==> src/pkg/tsf_pkg.sv <==
// package for the timer and serial status flag bank
package tsf_pkg;
   // ----------------------------------------------------------------
   // widths and reset values
   // ----------------------------------------------------------------
   localparam int unsigned TSF_CNT_W = 16;
   localparam int unsigned TSF_T2_W = 8;
   localparam logic [TSF_CNT_W-1:0] TSF_CNT_TOP = 16'hffff;
   localparam logic TSF_TIMER_FLAG_RST = 1'b0;
   localparam logic TSF_RX_FLAG_RST = 1'b0;
   localparam logic TSF_TX_EMPTY_RST = 1'b1;

   // ----------------------------------------------------------------
   // bus access strobes, one-cycle pulses
   // ----------------------------------------------------------------
   typedef struct packed {
      logic rd_timer1_status;
      logic rd_timer1_status_alt;
      logic rd_capture_high;
      logic wr_compare1;
      logic wr_compare2;
      logic rd_counter_high;
      logic wr_match2_zero;
      logic rd_serial_status;
      logic rd_rx_data;
      logic wr_tx_data;
   } tsf_access_t;

   // ----------------------------------------------------------------
   // hardware events
   // ----------------------------------------------------------------
   typedef struct packed {
      logic capture_edge;
      logic rx_transfer;
      logic stop_bit_zero;
      logic tx_load;
      logic tx_shift_empty;
      logic async_mode;
   } tsf_event_t;

   typedef struct packed {
      logic capture_flag;
      logic compare1_flag;
      logic compare2_flag;
      logic overflow_flag;
      logic match2_flag;
      logic rx_full_flag;
      logic rx_error_flag;
      logic tx_empty_flag;
   } tsf_flags_t;

   // armed clear sequences
   typedef struct packed {
      logic capture;
      logic compare1;
      logic compare2;
      logic overflow;
      logic rx;
      logic tx;
   } tsf_arm_t;

   typedef struct packed {
      tsf_flags_t flags;
      tsf_arm_t arm;
      logic counter_top;
   } tsf_state_t;

   localparam tsf_flags_t TSF_FLAGS_RST = '{
      capture_flag: TSF_TIMER_FLAG_RST, compare1_flag: TSF_TIMER_FLAG_RST,
      compare2_flag: TSF_TIMER_FLAG_RST, overflow_flag: TSF_TIMER_FLAG_RST,
      match2_flag: TSF_TIMER_FLAG_RST, rx_full_flag: TSF_RX_FLAG_RST,
      rx_error_flag: TSF_RX_FLAG_RST, tx_empty_flag: TSF_TX_EMPTY_RST};
endpackage : tsf_pkg

==> src/tsf_status_flags.sv <==
// status flag set/clear logic for two timers and the serial interface
// Overview of operation
// - timer flags: simultaneous set and clear leaves the flag set.
// - serial flags: simultaneous set and clear leaves the flag clear.
// - capture_flag sets on capture edge loading the counter; reset clears it.
// - capture_flag clears on status read while set, then capture_register_high read.
// - compare1_flag sets on match; clears on status read then compare1 write.
// - compare2_flag sets on match; clears only on alt status read then compare2 write.
// - compare match re-sets every matching cycle, overriding a pending clear.
// - overflow_flag sets cycle after counter hits ffff; timer1_status then counter_high clears.
// - match2_flag sets on timer2 match; writing zero while set clears it.
// - rx_full_flag sets on receive transfer; serial_status then rx_data read clears.
// - rx_error_flag sets in async mode only, on zero stop bit or overrun transfer.
// - rx_error_flag clears on serial_status then rx_data read, or reset.
// - tx_empty_flag sets on async load or sync shift empty; reset sets it.
// - tx_empty_flag clears on serial_status read then tx_data write; software enables first.
// - one serial_status read arms the clear of all set serial flags.
`timescale 1ns/1ps
module tsf_status_flags
   import tsf_pkg::*;
(
   input wire logic sys_clk,
   input wire logic rst_n,
   input wire logic [TSF_CNT_W-1:0] free_running_counter,
   input wire logic [TSF_CNT_W-1:0] compare1_register,
   input wire logic [TSF_CNT_W-1:0] compare2_register,
   input wire logic [TSF_T2_W-1:0] timer2_counter,
   input wire logic [TSF_T2_W-1:0] timer2_constant,
   input wire tsf_event_t events,
   input wire tsf_access_t access,
   output tsf_flags_t flags
);

   // ----------------------------------------------------------------
   // helpers
   // ----------------------------------------------------------------
   // timer style: set wins
   function automatic logic tsf_set_wins(input logic q, input logic set, input logic clr);
      tsf_set_wins = set | (q & ~clr);
   endfunction : tsf_set_wins

   // serial style: clear wins
   function automatic logic tsf_clr_wins(input logic q, input logic set, input logic clr);
      tsf_clr_wins = ~clr & (set | q);
   endfunction : tsf_clr_wins

   // arm holds until the data access; a later status read re-evaluates it
   function automatic logic tsf_arm(input logic arm_q, input logic rd, input logic flag_q,
                                    input logic done);
      if (rd) begin
         tsf_arm = flag_q;
      end else if (done) begin
         tsf_arm = 1'b0;
      end else begin
         tsf_arm = arm_q & flag_q;
      end
   endfunction : tsf_arm

   // ----------------------------------------------------------------
   // state
   // ----------------------------------------------------------------
   tsf_state_t state_q;
   tsf_state_t state_d;

   logic rd_t1_any;
   logic cmp1_hit;
   logic cmp2_hit;
   logic clr_cap;
   logic clr_cmp1;
   logic clr_cmp2;
   logic clr_ovf;
   logic clr_m2;
   logic clr_rx;
   logic clr_tx;
   logic set_err;
   logic set_tx;

   always_comb begin
      state_d = state_q;
      rd_t1_any = access.rd_timer1_status | access.rd_timer1_status_alt;
      // comparators are level tests, so a held match keeps re-setting
      cmp1_hit = (compare1_register == free_running_counter);
      cmp2_hit = (compare2_register == free_running_counter);

      // the completing access must follow an earlier armed read, not the same cycle; match2 clears on the zero write alone
      clr_cap = state_q.arm.capture & access.rd_capture_high;
      clr_cmp1 = state_q.arm.compare1 & access.wr_compare1;
      clr_cmp2 = state_q.arm.compare2 & access.wr_compare2;
      clr_ovf = state_q.arm.overflow & access.rd_counter_high;
      clr_m2 = access.wr_match2_zero & state_q.flags.match2_flag;
      clr_rx = state_q.arm.rx & access.rd_rx_data;
      clr_tx = state_q.arm.tx & access.wr_tx_data;

      // overflow lands one cycle after the counter sits at top
      state_d.counter_top = (free_running_counter == TSF_CNT_TOP);

      state_d.flags.capture_flag = tsf_set_wins(state_q.flags.capture_flag, events.capture_edge,
                                                clr_cap);
      state_d.flags.compare1_flag = tsf_set_wins(state_q.flags.compare1_flag, cmp1_hit,
                                                 clr_cmp1);
      state_d.flags.compare2_flag = tsf_set_wins(state_q.flags.compare2_flag, cmp2_hit,
                                                 clr_cmp2);
      state_d.flags.overflow_flag = tsf_set_wins(state_q.flags.overflow_flag, state_q.counter_top,
                                                 clr_ovf);
      state_d.flags.match2_flag = tsf_set_wins(state_q.flags.match2_flag,
                                               timer2_counter == timer2_constant, clr_m2);

      // overrun sees the full flag as it stood before this transfer
      set_err = (events.async_mode & events.stop_bit_zero)
              | (events.async_mode & events.rx_transfer & state_q.flags.rx_full_flag);
      set_tx = events.async_mode ? events.tx_load : events.tx_shift_empty;

      state_d.flags.rx_full_flag = tsf_clr_wins(state_q.flags.rx_full_flag, events.rx_transfer,
                                                clr_rx);
      state_d.flags.rx_error_flag = tsf_clr_wins(state_q.flags.rx_error_flag, set_err,
                                                 clr_rx & state_q.arm.rx);
      state_d.flags.tx_empty_flag = tsf_clr_wins(state_q.flags.tx_empty_flag, set_tx,
                                                 clr_tx);

      // arming
      state_d.arm.capture = tsf_arm(state_q.arm.capture, rd_t1_any,
                                    state_q.flags.capture_flag, clr_cap);
      state_d.arm.compare1 = tsf_arm(state_q.arm.compare1, rd_t1_any,
                                     state_q.flags.compare1_flag, clr_cmp1);
      state_d.arm.compare2 = tsf_arm(state_q.arm.compare2, access.rd_timer1_status_alt,
                                     state_q.flags.compare2_flag, clr_cmp2);
      state_d.arm.overflow = tsf_arm(state_q.arm.overflow, access.rd_timer1_status,
                                     state_q.flags.overflow_flag, clr_ovf);
      // one status read covers receive-full and receive-error together
      state_d.arm.rx = tsf_arm(state_q.arm.rx, access.rd_serial_status,
                               state_q.flags.rx_full_flag | state_q.flags.rx_error_flag,
                               clr_rx);
      state_d.arm.tx = tsf_arm(state_q.arm.tx, access.rd_serial_status,
                               state_q.flags.tx_empty_flag, clr_tx);
   end

   always_ff @(posedge sys_clk or negedge rst_n) begin
      if (!rst_n) begin
         state_q.flags <= TSF_FLAGS_RST;
         state_q.arm <= '0;
         state_q.counter_top <= 1'b0;
      end else begin
         state_q <= state_d;
      end
   end

   assign flags = state_q.flags;

endmodule : tsf_status_flags

==> config.mk <==
export PLATFORM = sky130hd
export DESIGN_NAME = tsf_status_flags
export DESIGN_NICKNAME = d
export VERILOG_FILES = /design/src/pkg/tsf_pkg.sv /design/src/tsf_status_flags.sv
export SDC_FILE = /design/constraint.sdc
export NUM_CORES = 1
export LEC_CHECK = 0
export BUFFER_PORTS_ARGS = -buffer_cell sky130_fd_sc_hd__buf_2
export CORE_MARGIN = 8
export CORE_UTILIZATION = 25
export CTS_BUF_LIST = sky130_fd_sc_hd__clkbuf_8
export DETAILED_ROUTE_END_ITERATION = 8
export MAX_ROUTING_LAYER = met4
export PLACE_DENSITY_LB_ADDON = 0.2
export SLEW_MARGIN = 20
export SYNTH_ARGS = -nofsm -noshare
export SYNTH_HDL_FRONTEND = slang
export SYNTH_SLANG_ARGS = --single-unit
==> constraint.sdc <==
create_clock -name sys_clk -period 1.1 [get_ports sys_clk]
set_clock_uncertainty 0.1 [all_clocks]
set_input_delay 0.22 -clock sys_clk [delete_from_list [all_inputs] [get_ports sys_clk]]
set_output_delay 0.22 -clock sys_clk [all_outputs]
set_load 0.02 [all_outputs]
==> flow_summary.yaml, run 1 <==
status:
  run_status: "finished with violations"
  violations: "negative setup slack"
cells_and_area:
  num_antenna_cells: 0
  layout-drive-gt1-share_pct: 54.1
  layout.nets: 305
  final_common_cell: "buf_2"
  stdcell_count: 274
  final_cell_area_um2: 1850
  area_growth_pct: 71.4
  final_cell_mix: "78 x buf_2, 32 x xor2_1, 24 x buf_4"
global_routing:
  grt_pass1_wl_um: 4980
  antenna_found_initial: 0
  grt_max_degree: 16
  track_usage_pct: 9.66
  grt_overflow: 0
  grt_pass1_vias: 1232
worst_setup_path:
  cpMaxStageDelayCell: "dfstp_2"
  arrival_ns: 0.89
  timing.rr.start: "flags[1]$_DFF_PN0_"
  worstPathMaxFanout: 2
  worst-path-buf-inv: 1
  rr_worst_depth: 3
  r2r-end: "state_q[2]$_DFF_PN0_"
  start_kind: "flop"
  critical_path.max_stage_delay_ns: 0.54
  critPathKind: "flop to primary output"
  path_cells: "buf_6"
  setup.worst_path.end_class: "primary output"
  r2r_slack_ns: 0.04
  crit_required_ns: 0.78
  crit_family: "flip-flops"
synthesis:
  ys_ff_latch: 15
  synth_top_cells_by_area: "dfrtp_1 32%, xor2_1 26%, xnor2_1 6.5%"
  yosys_warnings: 0
  synth_area_per_cell_um2: 9.64
  synth_cells: 112
  synth_area_um2: 1080
  ys_seq_area_share_pct: 34.9
  ys_types: 18
  yosys.area.top_type: "dfrtp_1"
  syn-num-nets: 194
  yosysTopAreaCellShare_pct: 32.4
die:
  start_util_pct: 25.3
  ioPinCount: 90
  row_count: 24
  die_x_um: 81.7
  fp.dieH_um: 81.7
  dieArea_um2: 6680
  coreArea_um2: 4260
min_path:
  hold_depth: 2
  hold_path_end: "flags[0]$_DFF_PN1_"
  hp-class: "primary input to flop"
  hp-start: "access[0]"
drt:
  drt-total-wl_um: 3290
  wl_per_cell_um: 12.0
  vias_per_cell: 4.26
  drc: 0
  first_iter_violations: 11
  final_antenna_net_count: 0
  num_vias: 1166
  drtPass1Iterations: 3
cts:
  cts_tree: "done"
  clock_sinks: 15
  clkLatencyLatePin_ns: 0.24
  numCtsBuffers: 3
  clk_path_buf_depth: 2
  cts_htree_levels: 1
  path_clk_slew_ns: 0.06
  root_buffer: "clkbuf_8"
place:
  dp_cells: 259
  io_buffers: 89
  place_area_um2: 1640
  finalWeightedCongestion: 0.797
  place_hpwl_um: 2840
pwr:
  pwr_density_cell_nw_per_um2: 892
  ir_drop_uv: 417
  leakagePower_nw: 0.955
timing:
  fin_crit_ns: 1.21
  worstMarginPinSlew_ns: 0.339
  grt_setup_unrepaired: "yes"
  finalCritPeriodShare_pct: 110
  fin_tns_setup_ns: -0.111
  slew_viol_final: 0
  final-hold-violation-count: 0
  fmax_mhz: 827
  postLayoutSetupSlackWorst_ns: -0.109
  slew-limit-headroom_pct: 77.4
  setup_violations: 2
flow_run:
  maxCapViolCount: 0
-- repair_timing --
action / CTS / global route
resized for setup: 17 / 7
buffers inserted: 8 / 2
pin swaps: 0 / 4
hold buffers: 1 / 0
setup endpoints to repair: 9 / 11
hold endpoints to repair: 14 / 0
-- power by group --
| group | switching (mW) | internal [mW] |
|---|---|---|
| logic | 0.244 | 0.348 |
| registers | 0.0280 | 0.601 |
| clock network | 0.182 | 0.247 |
| total | 0.455 | 1.20 |
-- routing by layer --
metal	GRT usage, %	vias up	share of wire, %
met5	-	-	0
met4	1.58	0	0.43
met3	3.61	2	10
met2	15.6	60	46
met1	11.3	502	43
li1	-	602	-
-- Yosys cell counts --
cell type	count
xor2_1	32
dfrtp_1	14
nor4_1	9
buf_4	8
nand2_1	8
nand4_1	8
xnor2_1	8
nor2b_1	7
a21oi_1	4
a21o_1	3
o21a_1	3
o31a_1	2
a211oi_1	1
dfstp_2	1
inv_1	1
nor2_1	1
o22a_1	1
o22ai_1	1
-- layout make-up --
type	count	area, um^2
clock buffer	3	41.3
tap	52	65.1
clock inverter	1	3.75
timing repair buffer	114	704
inverter	1	3.75
multi-input combinational	88	656
sequential	15	377
fill	433	2410
-- per-stage QoR --
| stage | hold WS (ns) | util (%) | power (mW) | setup WS, ns |
|---|---|---|---|---|
| after detailed placement | 0.0446 | 38.4 | 1.12 | -0.256 |
| after global placement | 0.0458 | 38.4 | 1.12 | -0.280 |
| final | 0.0219 | 43.4 | 1.65 | -0.109 |
| after global routing | 0.0144 | 43.4 | 1.76 | -0.135 |
| after CTS | 0.0115 | 42.4 | 1.65 | -0.117 |
| after floorplan | -0.176 | - | 0.868 | 0.137 |
-- flip-flops by register name (all words and copies together), names as in the netlist --
register  cells
state_q       7
flags         8
-- how the worst max path moves through the flow --
| stage | end | cells after the start | from | slack [ns] |
|---|---|---|---|---|
| after global routing | flags[0] | 1 | flags[0]$_DFF_PN1_ | -0.14 |
| after floorplan | flags[0] | 1 | flags[0]$_DFF_PN1_ | 0.14 |
| after global placement | flags[5]$_DFF_PN0_ | 5 | free_running_counter[1] | -0.28 |
| after detailed placement | flags[5]$_DFF_PN0_ | 5 | free_running_counter[1] | -0.26 |
| after CTS | flags[0] | 1 | flags[0]$_DFF_PN1_ | -0.12 |
| final | flags[0] | 1 | flags[0]$_DFF_PN1_ | -0.11 |
-- cells by family after synthesis --
kind of cell / synth area share [%]
flip-flops: 34.9
AND/OR/NAND/NOR: 17.0
buffers and inverters: 5.91
AO/OA/AOI/OAI: 9.73
XOR/XNOR: 32.4
Note: power is estimated with default switching activity, not from simulation.
==> run 2: changes to the inputs <==
SETUP_SLACK_MARGIN = 0.3   (was unset)
==> run 2 against run 1 <==
Net effect:
- the run ends with negative hold slack, negative setup slack left
- global-route usage grew 1.1 points
- wire length grew 6.4%
- register-to-register slack is essentially flat
- clock power grew 1%
- final cell count shrank 1.5%
- critical path type unchanged
- combinational power grew 11%
==> flow_summary.yaml, run 2 (same netlist as run 1, synthesis figures left out) <==
global_routing:
  grt_pass1_vias: 1309
  grt_pass1_wl_um: 5490
  track_usage_pct: 10.7
  antenna_found_initial: 0
  grt_overflow: 0
  grt_max_degree: 16
drt:
  drtPass1Iterations: 4
  vias_per_cell: 4.39
  first_iter_violations: 35
  num_vias: 1184
  drc: 0
  wl_per_cell_um: 13.0
  final_antenna_net_count: 0
  drt-total-wl_um: 3500
status:
  violations: "negative hold slack, negative setup slack"
  run_status: "finished with violations"
pwr:
  p_total_mw: 1.72
  leakagePower_nw: 0.972
  ir_drop_uv: 359
  pwr_density_cell_nw_per_um2: 867
timing:
  worstMarginPinSlew_ns: 0.344
  slew-limit-headroom_pct: 77.1
  slew_viol_final: 0
  grt_setup_unrepaired: "yes"
  holdWs_ns: -0.231
  postLayoutSetupSlackWorst_ns: -0.120
  fmax_mhz: 820
  fin_crit_ns: 1.22
  final-hold-violation-count: 14
  finalCritPeriodShare_pct: 111
  setup_violations: 2
die:
  start_util_pct: 25.3
  die_x_um: 81.7
  row_count: 24
  fp.dieH_um: 81.7
  dieArea_um2: 6680
  coreArea_um2: 4260
  ioPinCount: 90
cts:
  numCtsBuffers: 3
  clock_sinks: 15
  cts_htree_levels: 1
  clkLatencyLatePin_ns: 0.25
  root_buffer: "clkbuf_8"
  path_clk_slew_ns: 0.06
  cts_tree: "done"
  clk_path_buf_depth: 2
place:
  finalWeightedCongestion: 0.707
  place_area_um2: 1620
  dp_cells: 257
  io_buffers: 89
  dp_slack_ns: -0.208
worst_setup_path:
  cpMaxStageDelayCell: "dfstp_2"
  path_cells: "buf_6"
  critPathKind: "flop to primary output"
  worstPathMaxFanout: 2
  timing.rr.start: "flags[2]$_DFF_PN0_"
  setup.worst_path.end_class: "primary output"
  critical_path.max_stage_delay_ns: 0.54
  start_kind: "flop"
  r2r-end: "flags[1]$_DFF_PN0_"
  cp.depth: 1
  arrival_ns: 0.90
  setup.worst_path.start: "flags[0]$_DFF_PN1_"
  crit_family: "flip-flops"
  crit_required_ns: 0.78
  endpoint: "flags[0]"
  rr_worst_depth: 4
  worst-path-buf-inv: 1
  r2r_slack_ns: 0.04
cells_and_area:
  largest-register: "flags"
  layout.nets: 301
  regArea_um2: 377
  layout-drive-gt1-share_pct: 59.2
  area_growth_pct: 83.7
  stdcell_count: 270
  final_common_cell: "buf_2"
  reg.largest.list: "flags (8), state_q (7)"
  largest_reg_flops: 8
  fillCellCount: 432
  final_cell_area_um2: 1980
  final_cell_mix: "67 x buf_2, 29 x xor2_1, 24 x buf_6"
  multi_input_comb_area_um2: 728
  num_antenna_cells: 0
flow_run:
  maxCapViolCount: 0
min_path:
  hp-class: "primary input to async pin"
==> run 2: cell count changes in the layout (fill, tap and decap cells not counted), sizes merged <==
cell         delta
buf             -3
clkinv          +1
dlygate4sd3     -1
inv             -1
==> run 2: power breakdown <==
group / switching (mW) / internal (mW) / total, mW
Clock: 0.184 / 0.250 / 0.434
Sequential: 0.0301 / 0.601 / 0.631
Combinational: 0.267 / 0.388 / 0.655
Total: 0.480 / 1.24 / 1.72
==> run 2: per-layer routing <==
layer / part of all wire [%] / vias up / global-route usage, %
li1: - / 591 / -
met1: 45 / 524 / 13.0
met2: 45 / 65 / 16.4
met3: 9.6 / 4 / 3.83
met4: 0.97 / 0 / 3.16
met5: 0 / - / -
==> run 2: worst min path at each step <==
stage / slack, ns / end / start
CTS: -0.22 / flags[3]$_DFF_PN0_ / rst_n
detailed placement: 0.05 / flags[3]$_DFF_PN0_ / rst_n
finish: -0.23 / flags[3]$_DFF_PN0_ / rst_n
floorplan: -0.18 / flags[1]$_DFF_PN0_ / rst_n
global route: -0.21 / flags[3]$_DFF_PN0_ / rst_n
global placement: 0.05 / flags[3]$_DFF_PN0_ / rst_n
==> run 2: timing repair <==
action                                  CTS  global route
pin swaps                                12            11
setup buffers                             7             2
endpoints found under the setup margin   18            22
resized for setup                        33            30
hold endpoints to repair                 14            14
==> run 2: layout make-up <==
| type | count | share of cell area [%] |
|---|---|---|
| Tap cell | 52 | 3.28 |
| Clock buffer | 3 | 2.08 |
| Clock inverter | 1 | 0.252 |
| Sequential cell | 15 | 19.0 |
| Inverter | 1 | 0.189 |
| Multi-Input combinational cell | 88 | 36.7 |
| Timing Repair Buffer | 110 | 38.5 |
==> run 2: metrics by stage <==
stage	setup TNS [ns]	util, %
after global routing	-0.402	46.5
after global placement	-0.439	38.0
after floorplan	0	-
after CTS	-0.175	43.3
after detailed placement	-0.376	38.0
final	-0.121	46.5
